### src/cic_pkg.sv
/*
 * Shared constants and types for the capture input configuration block:
 * register offsets, field codes, filter tables and the per-channel
 * configuration carrier.
 * Assumes a 32-bit AXI4-Lite register bus and one timer kernel clock.
 */
// ======================================================================
// Notes on behaviour
// - ch1 direction 00 is output, 01 input one, 10 input two, 11 trigger.
// - ch1 direction takes writes only while ch1 is disabled.
// - the trigger source feeds a capture only with internal trigger on.
// - ch2 direction in bits 9:8 decodes like ch1.
// - ch2 direction takes writes only while ch2 is disabled.
// - prescale codes 00..11 capture every 1st, 2nd, 4th or 8th event.
// - filter code 0000 means no filtering, sampled every clock.
// - filter codes 0001..1001 pick the printed divider and length pairs.
// - codes 1010..1100 give divider 16; 1101..1111 give divider 32.
// - the filter samples at clock/divider and needs N equal samples.
// - ch2 prescale sits in bits 11:10 and ch2 filter in bits 15:12.
// - the ch3/ch4 mode register is at 0x1C, resets to 0, same layout.
// - ch3 direction sits in bits 1:0 and 00 makes it an output.

package cic_pkg;

   // ===================================================================
   // bus and sizes
   localparam int CIC_ADDR_W = 8;
   localparam int CIC_DATA_W = 32;
   localparam int CIC_NCH    = 4;
   localparam int CIC_CFG_W  = 8;

   // ===================================================================
   // register offsets
   localparam logic [7:0] CIC_OFS_MODE12 = 8'h18;
   localparam logic [7:0] CIC_OFS_MODE34 = 8'h1C;
   localparam logic [7:0] CIC_OFS_ENABLE = 8'h20;
   localparam logic [7:0] CIC_OFS_CTRL   = 8'h24;
   localparam logic [7:0] CIC_OFS_STATUS = 8'h28;

   localparam logic [15:0] CIC_MODE_RST    = 16'h0000;
   localparam int          CIC_CTRL_TRIG   = 0;
   localparam int          CIC_ST_FILT_LSB = 0;
   localparam int          CIC_ST_SRC_LSB  = 4;

   localparam logic [1:0] CIC_RESP_OKAY   = 2'h0;
   localparam logic [1:0] CIC_RESP_SLVERR = 2'h2;

   // ===================================================================
   // field codes
   localparam logic [1:0] CIC_SEL_OUT    = 2'h0;
   localparam logic [1:0] CIC_SEL_PAIR_A = 2'h1;
   localparam logic [1:0] CIC_SEL_PAIR_B = 2'h2;
   localparam logic [1:0] CIC_SEL_TRC    = 2'h3;
   localparam logic [1:0] CIC_PSC_DIV8   = 2'h3;
   localparam logic [2:0] CIC_PSC_MAX    = 3'h7;
   localparam logic [3:0] CIC_FLT_OFF    = 4'h0;
   localparam logic [3:0] CIC_FLT_D1N2   = 4'h1;
   localparam logic [3:0] CIC_FLT_D32N5  = 4'hD;

   // filter code -> log2 of sampling divider, and length N
   localparam int CIC_DIV_CNT_W = 5;
   localparam int CIC_PSC_CNT_W = 3;
   localparam logic [2:0] CIC_FLT_DIV_LOG [16] = '{
      3'h0, 3'h0, 3'h0, 3'h0, 3'h1, 3'h1, 3'h2, 3'h2,
      3'h3, 3'h3, 3'h4, 3'h4, 3'h4, 3'h5, 3'h5, 3'h5};
   localparam logic [3:0] CIC_FLT_LEN [16] = '{
      4'h1, 4'h2, 4'h4, 4'h8, 4'h6, 4'h8, 4'h6, 4'h8,
      4'h6, 4'h8, 4'h5, 4'h6, 4'h8, 4'h5, 4'h6, 4'h8};

   // one half of a mode register
   typedef struct packed {
      logic [3:0] filt;
      logic [1:0] prescale_factor;
      logic [1:0] sel;
   } cic_chcfg_t;

endpackage

### src/cic_capture_cfg.sv
/*
 * Input capture configuration for four timer channels: direction and
 * source select with write lock, digital input filters, capture event
 * prescalers, and the AXI4-Lite register slave that holds them.
 * Assumes all inputs are synchronous to aclk; the internal trigger
 * source is already a clean level from the slave-mode logic.
 */
// Our own choice: the AXI4-Lite register port.
`timescale 1ns/1ps

module cic_capture_cfg (
   // clock and reset
   input  logic                           aclk,
   input  logic                           aresetn,
   // axi4-lite write
   input  logic [cic_pkg::CIC_ADDR_W-1:0] awaddr,
   input  logic                           awvalid,
   output logic                           awready,
   input  logic [cic_pkg::CIC_DATA_W-1:0] wdata,
   input  logic [3:0]                     wstrb,
   input  logic                           wvalid,
   output logic                           wready,
   output logic [1:0]                     bresp,
   output logic                           bvalid,
   input  logic                           bready,
   // axi4-lite read
   input  logic [cic_pkg::CIC_ADDR_W-1:0] araddr,
   input  logic                           arvalid,
   output logic                           arready,
   output logic [cic_pkg::CIC_DATA_W-1:0] rdata,
   output logic [1:0]                     rresp,
   output logic                           rvalid,
   input  logic                           rready,
   // timer side
   input  logic [cic_pkg::CIC_NCH-1:0]    timer_input,
   input  logic                           internal_trigger_source,
   output logic [cic_pkg::CIC_NCH-1:0]    capture_pulse
);
   import cic_pkg::*;

   // ===================================================================
   // declarations
   cic_chcfg_t                cfg_r [CIC_NCH];
   cic_chcfg_t                wr_half [2];
   logic [CIC_NCH-1:0]        en_r;
   logic                      trig_int_r;
   logic [CIC_DIV_CNT_W-1:0]  div_cnt_r;
   logic [CIC_NCH-1:0]        filt_v;
   logic [CIC_NCH-1:0]        src_v;

   logic                      aw_hold_r;
   logic                      w_hold_r;
   logic                      awready_r;
   logic                      wready_r;
   logic                      bvalid_r;
   logic [1:0]                bresp_r;
   logic                      arready_r;
   logic                      rvalid_r;
   logic [1:0]                rresp_r;
   logic [CIC_DATA_W-1:0]     rdata_r;
   logic [CIC_ADDR_W-1:0]     waddr_r;
   logic [CIC_DATA_W-1:0]     wdata_r;
   logic [3:0]                wstrb_r;
   logic                      aw_hs;
   logic                      w_hs;
   logic                      ar_hs;
   logic                      do_wr;
   logic                      wr_ok;
   logic                      aw_hold_nxt;
   logic                      w_hold_nxt;
   logic                      bvalid_nxt;
   logic                      rvalid_nxt;
   logic [CIC_ADDR_W-1:0]     raddr_al;
   logic [CIC_DATA_W-1:0]     rd_word;
   logic                      rd_ok;

   // ===================================================================
   // axi4-lite write channel
   assign aw_hs       = awvalid && awready_r;
   assign w_hs        = wvalid && wready_r;
   assign ar_hs       = arvalid && arready_r;
   assign do_wr       = aw_hold_r && w_hold_r && !bvalid_r;
   assign aw_hold_nxt = aw_hs || (aw_hold_r && !do_wr);
   assign w_hold_nxt  = w_hs || (w_hold_r && !do_wr);
   assign bvalid_nxt  = do_wr || (bvalid_r && !bready);
   assign wr_ok       = waddr_r == CIC_OFS_MODE12
                     || waddr_r == CIC_OFS_MODE34
                     || waddr_r == CIC_OFS_ENABLE
                     || waddr_r == CIC_OFS_CTRL
                     || waddr_r == CIC_OFS_STATUS;

   // address and data are taken in either order, then written together
   always_ff @(posedge aclk) begin
      if (!aresetn) begin
         aw_hold_r <= 1'b0;
         w_hold_r  <= 1'b0;
         awready_r <= 1'b0;
         wready_r  <= 1'b0;
         bvalid_r  <= 1'b0;
         bresp_r   <= CIC_RESP_OKAY;
         waddr_r   <= '0;
         wdata_r   <= '0;
         wstrb_r   <= '0;
      end else begin
         aw_hold_r <= aw_hold_nxt;
         w_hold_r  <= w_hold_nxt;
         bvalid_r  <= bvalid_nxt;
         // ready stays low until the response is gone: one write at a time
         awready_r <= !aw_hold_nxt && !bvalid_nxt;
         wready_r  <= !w_hold_nxt && !bvalid_nxt;
         if (aw_hs) begin
            waddr_r <= {awaddr[CIC_ADDR_W-1:2], 2'h0};
         end
         if (w_hs) begin
            wdata_r <= wdata;
            wstrb_r <= wstrb;
         end
         if (do_wr) begin
            bresp_r <= wr_ok ? CIC_RESP_OKAY : CIC_RESP_SLVERR;
         end
      end
   end

   assign wr_half[0] = cic_chcfg_t'(wdata_r[CIC_CFG_W-1:0]);
   assign wr_half[1] = cic_chcfg_t'(wdata_r[2*CIC_CFG_W-1:CIC_CFG_W]);

   // ===================================================================
   // mode registers: each byte lane holds one channel's fields
   always_ff @(posedge aclk) begin
      if (!aresetn) begin
         for (int c = 0; c < CIC_NCH; c++) begin
            cfg_r[c] <= cic_chcfg_t'(
               CIC_MODE_RST[(c % 2)*CIC_CFG_W +: CIC_CFG_W]);
         end
      end else if (do_wr) begin
         for (int c = 0; c < CIC_NCH; c++) begin
            if (wstrb_r[c % 2] && waddr_r == ((c < 2) ? CIC_OFS_MODE12
                                                       : CIC_OFS_MODE34))
            begin
               cfg_r[c].filt <= wr_half[c % 2].filt;
               cfg_r[c].prescale_factor  <= wr_half[c % 2].prescale_factor;
               // direction is frozen while the channel runs
               if (!en_r[c]) begin
                  cfg_r[c].sel <= wr_half[c % 2].sel;
               end
            end
         end
      end
   end

   // channel enables and the internal trigger qualifier
   always_ff @(posedge aclk) begin
      if (!aresetn) begin
         en_r       <= '0;
         trig_int_r <= 1'b0;
      end else if (do_wr && wstrb_r[0]) begin
         if (waddr_r == CIC_OFS_ENABLE) begin
            en_r <= wdata_r[CIC_NCH-1:0];
         end
         if (waddr_r == CIC_OFS_CTRL) begin
            trig_int_r <= wdata_r[CIC_CTRL_TRIG];
         end
      end
   end

   // ===================================================================
   // axi4-lite read channel
   assign raddr_al   = {araddr[CIC_ADDR_W-1:2], 2'h0};
   assign rvalid_nxt = ar_hs || (rvalid_r && !rready);

   // read decode; upper bits of narrow registers read as zero
   always_comb begin
      rd_word = '0;
      rd_ok   = 1'b1;
      unique case (raddr_al)
         CIC_OFS_MODE12: rd_word[2*CIC_CFG_W-1:0] = {cfg_r[1], cfg_r[0]};
         CIC_OFS_MODE34: rd_word[2*CIC_CFG_W-1:0] = {cfg_r[3], cfg_r[2]};
         CIC_OFS_ENABLE: rd_word[CIC_NCH-1:0] = en_r;
         CIC_OFS_CTRL:   rd_word[CIC_CTRL_TRIG] = trig_int_r;
         CIC_OFS_STATUS: begin
            rd_word[CIC_ST_FILT_LSB +: CIC_NCH] = filt_v;
            rd_word[CIC_ST_SRC_LSB +: CIC_NCH]  = src_v;
         end
         default:        rd_ok = 1'b0;
      endcase
   end

   always_ff @(posedge aclk) begin
      if (!aresetn) begin
         arready_r <= 1'b0;
         rvalid_r  <= 1'b0;
         rresp_r   <= CIC_RESP_OKAY;
         rdata_r   <= '0;
      end else begin
         rvalid_r  <= rvalid_nxt;
         arready_r <= !rvalid_nxt;
         if (ar_hs) begin
            rdata_r <= rd_word;
            rresp_r <= rd_ok ? CIC_RESP_OKAY : CIC_RESP_SLVERR;
         end
      end
   end

   assign awready = awready_r;
   assign wready  = wready_r;
   assign bvalid  = bvalid_r;
   assign bresp   = bresp_r;
   assign arready = arready_r;
   assign rvalid  = rvalid_r;
   assign rresp   = rresp_r;
   assign rdata   = rdata_r;

   // ===================================================================
   // shared sampling divider: each filter picks every 2^k-th count
   always_ff @(posedge aclk) begin
      if (!aresetn) begin
         div_cnt_r <= '0;
      end else begin
         div_cnt_r <= div_cnt_r + CIC_DIV_CNT_W'(1);
      end
   end

   // ===================================================================
   // per-channel filter, source select, edge and prescaler
   for (genvar c = 0; c < CIC_NCH; c++) begin : g_ch
      localparam int PA = (c / 2) * 2;
      localparam int PB = PA + 1;
      logic [2:0]               dlog;
      logic [3:0]               flen;
      logic [CIC_DIV_CNT_W-1:0] dmask;
      logic                     smp;
      logic                     filt_r;
      logic [3:0]               flt_cnt_r;
      logic                     src_c;
      logic                     src_prev_r;
      logic                     rise;
      logic [CIC_PSC_CNT_W-1:0] psc_cnt_r;
      logic [CIC_PSC_CNT_W-1:0] psc_lim;
      logic [1:0]               psc_prev_r;
      logic                     cap_r;

      // same tables for every channel
      assign dlog  = CIC_FLT_DIV_LOG[cfg_r[c].filt];
      assign flen  = CIC_FLT_LEN[cfg_r[c].filt];
      assign dmask = CIC_DIV_CNT_W'((1 << dlog) - 1);
      assign smp   = (div_cnt_r & dmask) == '0;

      // a level change passes after N unbroken samples of the new level
      always_ff @(posedge aclk) begin
         if (!aresetn) begin
            filt_r    <= 1'b0;
            flt_cnt_r <= '0;
         end else if (smp) begin
            if (timer_input[c] == filt_r) begin
               flt_cnt_r <= '0;
            end else if (flt_cnt_r + 4'h1 >= flen) begin
               filt_r    <= timer_input[c];
               flt_cnt_r <= '0;
            end else begin
               flt_cnt_r <= flt_cnt_r + 4'h1;
            end
         end
      end

      // both channels of a pair map 01 and 10 alike
      always_comb begin
         unique case (cfg_r[c].sel)
            CIC_SEL_OUT:    src_c = 1'b0;
            CIC_SEL_PAIR_A: src_c = filt_v[PA];
            CIC_SEL_PAIR_B: src_c = filt_v[PB];
            CIC_SEL_TRC:    src_c = internal_trigger_source
                                    && trig_int_r;
         endcase
      end

      assign rise    = src_c && !src_prev_r && en_r[c]
                    && cfg_r[c].sel != CIC_SEL_OUT;
      assign psc_lim = CIC_PSC_CNT_W'((1 << cfg_r[c].prescale_factor) - 1);

      // counting restarts so the first capture keeps the ratio
      always_ff @(posedge aclk) begin
         if (!aresetn) begin
            src_prev_r <= 1'b0;
            psc_prev_r <= '0;
            psc_cnt_r  <= '0;
            cap_r      <= 1'b0;
         end else begin
            src_prev_r <= src_c;
            psc_prev_r <= cfg_r[c].prescale_factor;
            cap_r      <= 1'b0;
            if (!en_r[c] || cfg_r[c].prescale_factor != psc_prev_r) begin
               psc_cnt_r <= '0;
            end else if (rise) begin
               if (psc_cnt_r == psc_lim) begin
                  cap_r     <= 1'b1;
                  psc_cnt_r <= '0;
               end else begin
                  psc_cnt_r <= psc_cnt_r + CIC_PSC_CNT_W'(1);
               end
            end
         end
      end

      assign filt_v[c]        = filt_r;
      assign src_v[c]         = src_c;
      assign capture_pulse[c] = cap_r;
   end
endmodule // cic_capture_cfg

### config.mk
export PLATFORM = sky130hd
export DESIGN_NAME = cic_capture_cfg
export DESIGN_NICKNAME = d
export VERILOG_FILES = /design/src/cic_pkg.sv /design/src/cic_capture_cfg.sv
export SDC_FILE = /design/constraint.sdc
export NUM_CORES = 1
export LEC_CHECK = 0
export BUFFER_PORTS_ARGS = -buffer_cell sky130_fd_sc_hd__buf_2
export CAP_MARGIN = 20
export CORE_MARGIN = 5
export CORE_UTILIZATION = 48
export DETAILED_ROUTE_END_ITERATION = 10
export GPL_TIMING_DRIVEN = 0
export PLACE_DENSITY = 0.69
export SYNTH_ARGS = -nofsm -noshare
export SYNTH_HDL_FRONTEND = slang
export SYNTH_SLANG_ARGS = --single-unit
### constraint.sdc
create_clock -name aclk -period 3.4 [get_ports aclk]
set_clock_uncertainty 0.15 [all_clocks]
set_input_delay 0.51 -clock aclk [delete_from_list [all_inputs] [get_ports aclk]]
set_output_delay 0.51 -clock aclk [all_outputs]
set_load 0.02 [all_outputs]
==> impl_metrics.env, run 1 <==
export IMPL_place_inst=1180
export IMPL_syn_instance_count=882
export IMPL_ir_drop_uv=384
export IMPL_die_h_um=137
export IMPL_die_w_um=137
export IMPL_num_rows=46
export IMPL_r2r_end="g_ch[0].flt_cnt_r[1]$_SDFFE_PN0N_"
export IMPL_core_mm2=0.0159
export IMPL_viasPerCell=5.33
export IMPL_tightest_slew_ps=970
export IMPL_seq_area_frac_synth_pct=39.8
export IMPL_drc=0
export IMPL_power_leakage_nw=3.73
export IMPL_port_buffers=65
export IMPL_crit_buf_inv=1
export IMPL_setup_viol=0
export IMPL_antenna_found_initial=0
export IMPL_max_freq_ghz=0.308
export IMPL_cp_depth=11
export IMPL_postRouteAntennaNets=0
export IMPL_layout_common_cells="dfxtp_1, nand2_1, a21oi_1"
export IMPL_wirelength_um=19300
export IMPL_cts_path_max_buffers=2
export IMPL_num_vias=6495
export IMPL_cts_tree="done"
export IMPL_path_max_fanout=5
export IMPL_synth_edf_count=32
export IMPL_min_period_over_period_pct=95.3
export IMPL_initial_core_util_pct=49.1
export IMPL_ys_flop_type="dfxtp_1"
export IMPL_seqCellArea_mm2=0.00310
export IMPL_grt_pass1_vias=5905
export IMPL_postPlaceCellArea_mm2=0.00845
export IMPL_cp_top_family="compound AO/OA/AOI/OAI gates"
export IMPL_avgSynthCellArea_um2=8.84
export IMPL_yosys_warnings=0
export IMPL_root_buffer="clkbuf_16"
export IMPL_cp_required_ps=3600
export IMPL_layout_drive_gt1_share_pct=14.5
export IMPL_rr_worst_depth=11
export IMPL_grt_start_max_net_pins=17
export IMPL_grt_pass1_wl_um=30700
export IMPL_worstPathArrival_ps=3440
export IMPL_cts_clk_slew_worst_paths_ps=60
export IMPL_antenna_cells=0
export IMPL_drt_first_iter_violations=530
export IMPL_start_kind="register"
export IMPL_crit_path_start="cfg_r[0][5]$_SDFFCE_PN0P_"
export IMPL_htreeDepth=4
export IMPL_grt_ovfl_total=0
export IMPL_die_area_mm2=0.0189
export IMPL_wl_per_cell_um=15.9
export IMPL_firstDrtPassIters=5
export IMPL_rsz0062_at_grt="no"
export IMPL_insertion_delay_ps=420
export IMPL_io_pins=109
export IMPL_slew_limit_headroom_pct=34.7
export IMPL_grtUsageTotal_pct=21.0
export IMPL_max_stage_delay_ps=480
export IMPL_final_common_cell="dfxtp_1"
export IMPL_hold_viol=0
export IMPL_final_nets=1106
export IMPL_finalInstanceArea_mm2=0.00906
export IMPL_cp_slowest_cell="edfxtp_1"
export IMPL_synthArstFlopShare_pct=0
export IMPL_cap_violations=0
export IMPL_fillCellCount=1478
export IMPL_synthesis_area_mm2=0.00779
export IMPL_worstSetupEndpointType="register"
export IMPL_gp_congestion=0.872
export IMPL_cts_inserted_buffers=17
export IMPL_fin_tns_setup_ps=0
export IMPL_r2r_setup_slack_ps=160
export IMPL_hp_class="in -> reg"
export IMPL_regToRegStartpoint="cfg_r[0][5]$_SDFFCE_PN0P_"
export IMPL_synth_seq_cells=139
export IMPL_path_common_cell="ha_1"
export IMPL_fin_cells=1218
export IMPL_cp_cell_sequence="buf_4 -> ha_1 -> mux2_2 -> nand2_1 -> o21ai_0 -> ha_1 -> nand2b_1 -> a2111o_1 -> a21oi_2 -> or4b_1 -> a21oi_1"
export IMPL_power_density_mw_per_mm2=451
export IMPL_fin_crit_ps=3240
export IMPL_multi_input_area_mm2=0.00436
export IMPL_finalMaxSlewViolations=0
export IMPL_syn2layout_area_growth_pct=16.2
export IMPL_dpl_hpwl_um=14300
export IMPL_status="completed"
export IMPL_crit_end="g_ch[0].flt_cnt_r[1]$_SDFFE_PN0N_"
export IMPL_cts_sinks=139
export IMPL_netlist_cell_type_count=64
export IMPL_crit_type="reg -> reg"
[state kept, by name, summed over array words and instances, names as in the netlist, 5 cells and up]
| register | cells |
|---|---|
| wdata_r | 16 |
| g_ch.psc_prev_r | 8 |
| cfg_r | 32 |
| rdata | 16 |
| waddr_r | 6 |
| div_cnt_r | 5 |
| g_ch.flt_cnt_r | 16 |
| g_ch.psc_cnt_r | 12 |
[synth_stat cells, drive strengths merged, types with 11 or more instances]
library cell | number | share of area (%)
buf | 35 | 3.0
nand2 | 101 | 4.9
xnor2 | 28 | 3.1
nor2 | 69 | 3.5
edfxtp | 32 | 12
nor3 | 19 | 1.2
a21oi | 87 | 5.6
ha | 53 | 8.5
dfxtp | 107 | 27
nand2b | 28 | 2.2
o21ai | 48 | 3.1
nand3 | 23 | 1.5
inv | 22 | 1.1
and2 | 45 | 3.6
clkbuf | 22 | 1.1
mux2i | 33 | 4.2
nand3b | 11 | 1.1
[layer usage]
| metal | part of all wire (%) | up-vias | track usage, % |
|---|---|---|---|
| met4 | 1.4 | 0 | 5.32 |
| met3 | 6.6 | 27 | 4.27 |
| met5 | 0 | - | 0 |
| met2 | 44 | 198 | 31.8 |
| li1 | - | 3273 | - |
| met1 | 48 | 2997 | 30.7 |
[per-stage QoR]
step                      utilization [%]  total power, mW  worst slack [ps]  hold slack [ps]
after CTS                            56.8             4.09               107              163
final                                57.0             4.08               158              174
after detailed placement             53.2             2.33               143              303
after global routing                 57.0             4.23              29.6              185
after floorplan                         -             2.18               499              277
after global placement               53.2             2.32               155              292
[worst min-delay path: cells and delay by family]
family | cells | cell delay, ps
compound gates | 1 | 50
buf+inv | 1 | 90
simple gates | 1 | 40
[logic make-up after synthesis]
logic type                 Yosys count  share of synthesized area [%]
AOI/OAI and AO/OA                  196                           15.5
xor gates and xnor gates            36                           4.05
adders and majority gates           53                           8.51
buffers and inverters               79                           5.07
DFF                                139                           39.8
muxes                               38                           4.96
other                                1                         0.0481
and+or+nand+nor                    340                           22.0
[power breakdown]
| group | switching, mW | internal, mW | total (mW) | leakage [nW] |
|---|---|---|---|---|
| clock | 0.693 | 1.09 | 1.78 | 0.273 |
| sequential | 0.0719 | 1.75 | 1.82 | 1.20 |
| combinational | 0.284 | 0.197 | 0.482 | 2.26 |
[worst min-delay path by stage]
| stage | start | to | slack, ps | depth (start not counted) |
|---|---|---|---|---|
| final | wdata[3] | wdata_r[3]$_SDFFE_PN0P_ | 170 | 3 |
| after global routing | wstrb[1] | wstrb_r[1]$_SDFFE_PN0P_ | 190 | 3 |
| after CTS | wdata[6] | wdata_r[6]$_SDFFE_PN0P_ | 160 | 3 |
| after detailed placement | wstrb_r[0]$_SDFFE_PN0P_ | wstrb_r[0]$_SDFFE_PN0P_ | 300 | 2 |
| after global placement | wstrb_r[0]$_SDFFE_PN0P_ | wstrb_r[0]$_SDFFE_PN0P_ | 290 | 2 |
| after floorplan | aw_hold_r$_SDFF_PN0_ | awready$_SDFF_PN0_ | 280 | 1 |
[what timing repair did]
item                       in CTS  in global routing
setup buffers                   0                  6
setup endpoints to repair       0                  3
resized for setup               0                  0
hold buffers                    0                  0
[area by class of cell]
type	count	area share (%)
clock inverters	6	0.677
well taps	216	2.98
multi-input cells	681	48.1
clock buffers	26	5.52
repair buffers	71	4.09
flip-flops and latches	139	34.2
plain buffers	57	3.45
inverters	22	0.911
Power figures use the tool's default switching activity.
==> run 2, diff against run 1 <==
--- a/config.mk
+++ b/config.mk
@@ -5,12 +5,10 @@
 export SDC_FILE = /design/constraint.sdc
 export NUM_CORES = 1
 export LEC_CHECK = 0
-export BUFFER_PORTS_ARGS = -buffer_cell sky130_fd_sc_hd__buf_2
-export CAP_MARGIN = 20
+export BUFFER_PORTS_ARGS = -buffer_cell sky130_fd_sc_hd__buf_4
 export CORE_MARGIN = 5
 export CORE_UTILIZATION = 48
 export DETAILED_ROUTE_END_ITERATION = 10
-export GPL_TIMING_DRIVEN = 0
 export PLACE_DENSITY = 0.69
 export SYNTH_ARGS = -nofsm -noshare
 export SYNTH_HDL_FRONTEND = slang
==> run 2 against run 1 <==
  * Die area unchanged
  * Largest power group is now the clock network
  * Register-to-register slack improved by 40 ps
  * Combinational power decreased by 4%
  * Via count decreased by 4.5%
==> impl_metrics.env, run 2 (synthesis gave the netlist of run 1 again) <==
export IMPL_cts_sinks=139
export IMPL_final_common_cell="dfxtp_1"
export IMPL_num_vias=6202
export IMPL_insertion_delay_ps=430
export IMPL_cp_required_ps=3610
export IMPL_fin_tns_setup_ps=0
export IMPL_layout_common_cells="dfxtp_1, nand2_1, a21oi_1"
export IMPL_rr_worst_depth=11
export IMPL_setup_ws_ps=202
export IMPL_start_kind="register"
export IMPL_max_freq_ghz=0.313
export IMPL_tightest_slew_ps=755
export IMPL_cts_clk_slew_worst_paths_ps=60
export IMPL_power_frac_seq_pct=44.0
export IMPL_grt_ovfl_total=0
export IMPL_worstSetupEndpointType="register"
export IMPL_cts_tree="done"
export IMPL_max_flop_register="cfg_r"
export IMPL_root_buffer="clkbuf_16"
export IMPL_fin_crit_ps=3200
export IMPL_drt_first_iter_violations=405
export IMPL_die_area_mm2=0.0189
export IMPL_viasPerCell=5.31
export IMPL_regToRegStartpoint="cfg_r[0][5]$_SDFFCE_PN0P_"
export IMPL_htreeDepth=4
export IMPL_die_w_um=137
export IMPL_clockPowerShare_pct=44.7
export IMPL_hold_depth=3
export IMPL_r2r_setup_slack_ps=200
export IMPL_power_switching_share_pct=25.3
export IMPL_path_max_fanout=8
export IMPL_r2r_end="g_ch[0].flt_cnt_r[1]$_SDFFE_PN0N_"
export IMPL_power_leakage_nw=3.63
export IMPL_final_nets=1056
export IMPL_dpl_hpwl_um=12700
export IMPL_cts_repair_resized=0
export IMPL_antenna_found_initial=0
export IMPL_grtUsageTotal_pct=19.2
export IMPL_grt_pass1_wl_um=28700
export IMPL_cts_path_max_buffers=2
export IMPL_gp_congestion=0.799
export IMPL_largest_reg_flops=32
export IMPL_port_buffers=68
export IMPL_p_int_mw=3.09
export IMPL_status="completed"
export IMPL_num_rows=46
export IMPL_cts_inserted_buffers=17
export IMPL_io_pins=109
export IMPL_hp_class="in -> reg"
export IMPL_drc=0
export IMPL_syn2layout_area_growth_pct=15.6
export IMPL_rsz0062_at_grt="no"
export IMPL_setup_viol=0
export IMPL_ir_drop_uv=366
export IMPL_firstDrtPassIters=5
export IMPL_slew_limit_headroom_pct=49.5
export IMPL_ctsHoldBuffers=0
export IMPL_cap_violations=0
export IMPL_initial_core_util_pct=49.1
export IMPL_power_density_mw_per_mm2=459
export IMPL_core_mm2=0.0159
export IMPL_grt_start_max_net_pins=73
export IMPL_crit_type="reg -> reg"
export IMPL_place_ws_ps=218
export IMPL_layout_drive_gt1_share_pct=13.1
export IMPL_switchingPower_mw=1.04
export IMPL_fillCellCount=1466
export IMPL_grt_pass1_vias=5686
export IMPL_worstPathArrival_ps=3410
export IMPL_hold_start="wstrb[0]"
export IMPL_post_cts_buffers=0
export IMPL_wirelength_um=17400
export IMPL_finalMaxSlewViolations=0
export IMPL_postRouteAntennaNets=0
export IMPL_min_period_over_period_pct=94.1
export IMPL_antenna_cells=0
export IMPL_wl_per_cell_um=14.9
export IMPL_holdPathEnd="wstrb_r[0]$_SDFFE_PN0P_"
export IMPL_hold_viol=0
export IMPL_die_h_um=137
export IMPL_pwr_share_comb_pct=11.2
==> run 2: cell count changes in the layout (fill, tap and decap cells not counted), sizes merged <==
cell      before  now
clkbuf        48   19
inv           22   26
bufinv         1    2
clkinvlp       1    3
buf          106   78
==> run 2: layer usage <==
layer | routed length, um | global-route usage [%] | vias to the layer above
li1 | - | - | 3183
met1 | 8740 | 27.3 | 2866
met2 | 7640 | 28.6 | 134
met3 | 818 | 4.60 | 19
met4 | 247 | 6.15 | 0
met5 | 0 | 0 | -
==> run 2: worst max-delay path: stages (launching register included) <==
cell,delay [ps]
edfxtp_1,530
inv_1,150
ha_1,220
mux2_2,270
nand2_1,60
o21ai_0,80
ha_1,270
nand2b_1,140
a2111o_1,440
a21oi_2,230
or4b_1,450
a21oi_1,140
==> run 2: worst max path at each step <==
stage,startpoint,to,slack [ps]
6_report,cfg_r[0][5]$_SDFFCE_PN0P_,g_ch[0].flt_cnt_r[1]$_SDFFE_PN0N_,200
5_1_grt,cfg_r[0][5]$_SDFFCE_PN0P_,g_ch[0].flt_cnt_r[1]$_SDFFE_PN0N_,1
4_1_cts,cfg_r[0][5]$_SDFFCE_PN0P_,g_ch[0].flt_cnt_r[1]$_SDFFE_PN0N_,190
3_5_place_dp,cfg_r[0][5]$_SDFFCE_PN0P_,g_ch[0].flt_cnt_r[1]$_SDFFE_PN0N_,220
3_3_place_gp,cfg_r[0][5]$_SDFFCE_PN0P_,g_ch[0].flt_cnt_r[1]$_SDFFE_PN0N_,270
2_1_floorplan,cfg_r[0][5]$_SDFFCE_PN0P_,g_ch[0].flt_cnt_r[1]$_SDFFE_PN0N_,500
==> run 2: cell type report <==
cell class              instances  area [um^2]  share of cell area, %
multi-input cells             681         4360                   48.4
clock buffers                  19          464                   5.15
clock inverters                13          135                   1.50
inverters                      22         82.6                  0.916
flip-flops and latches        139         3100                   34.4
well taps                     216          270                   3.00
repair buffers                 78          598                   6.64
==> run 2: through the flow <==
stage	power (mW)	util [%]	instances	hold slack (ps)	instance area, um^2
after floorplan	2.18	-	899	277	7860
after CTS	4.17	56.7	1168	163	9010
final	4.14	56.7	1168	181	9010
after detailed placement	2.32	53.0	1136	297	8410
after global placement	2.31	53.0	1136	295	8410
after global routing	4.32	56.7	1168	178	9010
==> run 2: power by group through the flow <==
stage | Sequential, mW | Combinational [mW] | Clock [mW]
after global routing | 1.83 | 0.520 | 1.97
after global placement | 1.85 | 0.458 | 0
after floorplan | 1.84 | 0.335 | 0
after detailed placement | 1.85 | 0.463 | 0
final | 1.82 | 0.465 | 1.85
after CTS | 1.82 | 0.466 | 1.89
==> run 3, diff against run 2 <==
--- a/config.mk
+++ b/config.mk
@@ -6,6 +6,8 @@
 export NUM_CORES = 1
 export LEC_CHECK = 0
 export BUFFER_PORTS_ARGS = -buffer_cell sky130_fd_sc_hd__buf_4
+export CAP_MARGIN = 10
+export CORE_ASPECT_RATIO = 1.75
 export CORE_MARGIN = 5
 export CORE_UTILIZATION = 48
 export DETAILED_ROUTE_END_ITERATION = 10
==> constraint.sdc (replaced) <==
create_clock -name aclk -period 3.6 [get_ports aclk]
set_clock_uncertainty 0.15 [all_clocks]
set_input_delay 0.54 -clock aclk [delete_from_list [all_inputs] [get_ports aclk]]
set_output_delay 0.54 -clock aclk [all_outputs]
set_load 0.02 [all_outputs]
==> run 3 against run 2 <==
  * Global-route usage rose by 0.099 points
  * Clock power fell by 5%
  * Non-clock buffer count fell by 2
  * Power fell by 5.6%
  * First-iteration DRC count fell by 44%
  * Flip-flop and latch count did not move
  * Critical path depth did not move
  * Critical endpoint is now g_ch[0].flt_cnt_r[0]$_SDFFE_PN0N_
==> impl_metrics.env, run 3 (synthesis gave the netlist of run 1 again) <==
export IMPL_status="completed"
export IMPL_start_kind="register"
export IMPL_place_inst=1107
export IMPL_setup_viol=0
export IMPL_core_mm2=0.0160
export IMPL_num_vias=6308
export IMPL_firstDrtPassIters=6
export IMPL_final_nets=1054
export IMPL_die_w_um=106
export IMPL_dpl_hpwl_um=13300
export IMPL_htreeDepth=4
export IMPL_tightest_slew_ps=913
export IMPL_setup_ws_ps=384
export IMPL_ir_drop_uv=305
export IMPL_place_ws_ps=408
export IMPL_postRouteAntennaNets=0
export IMPL_busiest_layer="met2"
export IMPL_largest_reg_flops=32
export IMPL_cp_required_ps=3800
export IMPL_layout_drive_gt1_share_pct=13.2
export IMPL_cts_inserted_buffers=17
export IMPL_cts_clk_slew_worst_paths_ps=70
export IMPL_met1_usage_pct=21.3
export IMPL_crit_type="reg -> reg"
export IMPL_wirelength_um=17800
export IMPL_final_common_cell="dfxtp_1"
export IMPL_fillCellCount=1469
export IMPL_viasPerCell=5.54
export IMPL_final_util_pct=56.1
export IMPL_cap_violations=0
export IMPL_port_buffers=68
export IMPL_ctsHoldBuffers=0
export IMPL_finalMaxSlewViolations=0
export IMPL_max_flop_register="cfg_r"
export IMPL_fin_cells=1139
export IMPL_cts_sinks=139
export IMPL_grt_pass1_vias=6221
export IMPL_max_stage_delay_ps=540
export IMPL_initial_core_util_pct=48.9
export IMPL_drt_first_iter_violations=227
export IMPL_slew_limit_headroom_pct=38.5
export IMPL_die_h_um=179
export IMPL_rsz0062_at_grt="no"
export IMPL_cts_repair_resized=0
export IMPL_finalInstanceArea_mm2=0.00895
export IMPL_worstPathArrival_ps=3420
export IMPL_grtUsageTotal_pct=19.3
export IMPL_worstSetupEndpointType="register"
export IMPL_io_pins=109
export IMPL_max_freq_ghz=0.311
export IMPL_die_area_mm2=0.0190
export IMPL_path_max_fanout=8
export IMPL_cp_cell_sequence="inv_1 -> ha_1 -> mux2_2 -> nand2_1 -> o21ai_0 -> ha_1 -> nand2b_1 -> a2111o_1 -> a21oi_2 -> or4b_1 -> a21oi_1"
export IMPL_path_common_cell="ha_1"
export IMPL_root_buffer="clkbuf_16"
export IMPL_num_rows=61
export IMPL_wl_per_cell_um=15.6
export IMPL_antenna_cells=0
export IMPL_layout_common_cells="dfxtp_1, nand2_1, a21oi_1"
export IMPL_grt_start_max_net_pins=43
export IMPL_grt_ovfl_total=0
export IMPL_fin_tns_setup_ps=0
export IMPL_gr_usage_met2_pct=36.9
export IMPL_post_cts_buffers=0
export IMPL_hold_viol=0
export IMPL_syn2layout_area_growth_pct=14.8
export IMPL_cts_path_max_buffers=2
export IMPL_drc=0
export IMPL_insertion_delay_ps=420
export IMPL_grt_pass1_wl_um=29400
export IMPL_hp_class="in -> reg"
export IMPL_min_period_over_period_pct=89.3
export IMPL_power_leakage_nw=3.63
export IMPL_fin_crit_ps=3220
export IMPL_antenna_found_initial=0
export IMPL_postPlaceCellArea_mm2=0.00835
export IMPL_cp_slowest_cell="edfxtp_1"
export IMPL_power_density_mw_per_mm2=436
export IMPL_groute_layer_met3_usage_pct=3.08
export IMPL_gp_congestion=0.802
export IMPL_cts_tree="done"
## run 3: critical path: cells and delay by family (launching register included)
kind | cells | cell delay (ps)
mux | 1 | 260
simple gates | 3 | 660
fa+ha+maj | 2 | 500
compound gates | 4 | 880
flops | 1 | 540
buf+inv | 1 | 160
## run 3: through the flow
stage	power (mW)	hold WS, ps
4_1_cts	3.93	202
3_5_place_dp	2.19	298
2_1_floorplan	2.06	277
6_report	3.90	212
5_1_grt	4.05	211
3_3_place_gp	2.18	292
## run 3: report_power, final
| group | total (mW) | internal [mW] | switching, mW |
|---|---|---|---|
| clock network | 1.75 | 1.02 | 0.726 |
| logic | 0.432 | 0.186 | 0.246 |
| registers | 1.72 | 1.65 | 0.0700 |
## run 3: final timing paths
kind / startpoint / slack (ps) / cells past startpoint / to
setup / recovery: cfg_r[0][5]$_SDFFCE_PN0P_ / 380 / 11 / g_ch[0].flt_cnt_r[0]$_SDFFE_PN0N_
hold / removal: wdata[12] / 210 / 3 / wdata_r[12]$_SDFFE_PN0P_
setup reg to reg: cfg_r[0][5]$_SDFFCE_PN0P_ / 380 / 11 / g_ch[0].flt_cnt_r[0]$_SDFFE_PN0N_
hold reg to reg: rresp[1]$_SDFFE_PN0P_ / 300 / 2 / rresp[1]$_SDFFE_PN0P_
## run 3: layer usage
layer / vias to the layer above / routed length, um / part of all wire (%)
met2: 109 / 9650 / 54
met3: 21 / 668 / 3.8
met1: 3005 / 7140 / 40
met4: 0 / 349 / 2.0
li1: 3173 / - / -
met5: - / 0 / 0
## run 3: area by class of cell
cell class / instances / area (um^2) / share of cell area [%]
repair buffers: 76 / 571 / 6.37
flip-flops and latches: 139 / 3100 / 34.7
multi-input cells: 681 / 4360 / 48.7
well taps: 189 / 236 / 2.64
clock inverters: 10 / 90.1 / 1.01
clock buffers: 22 / 507 / 5.66
inverters: 22 / 82.6 / 0.923
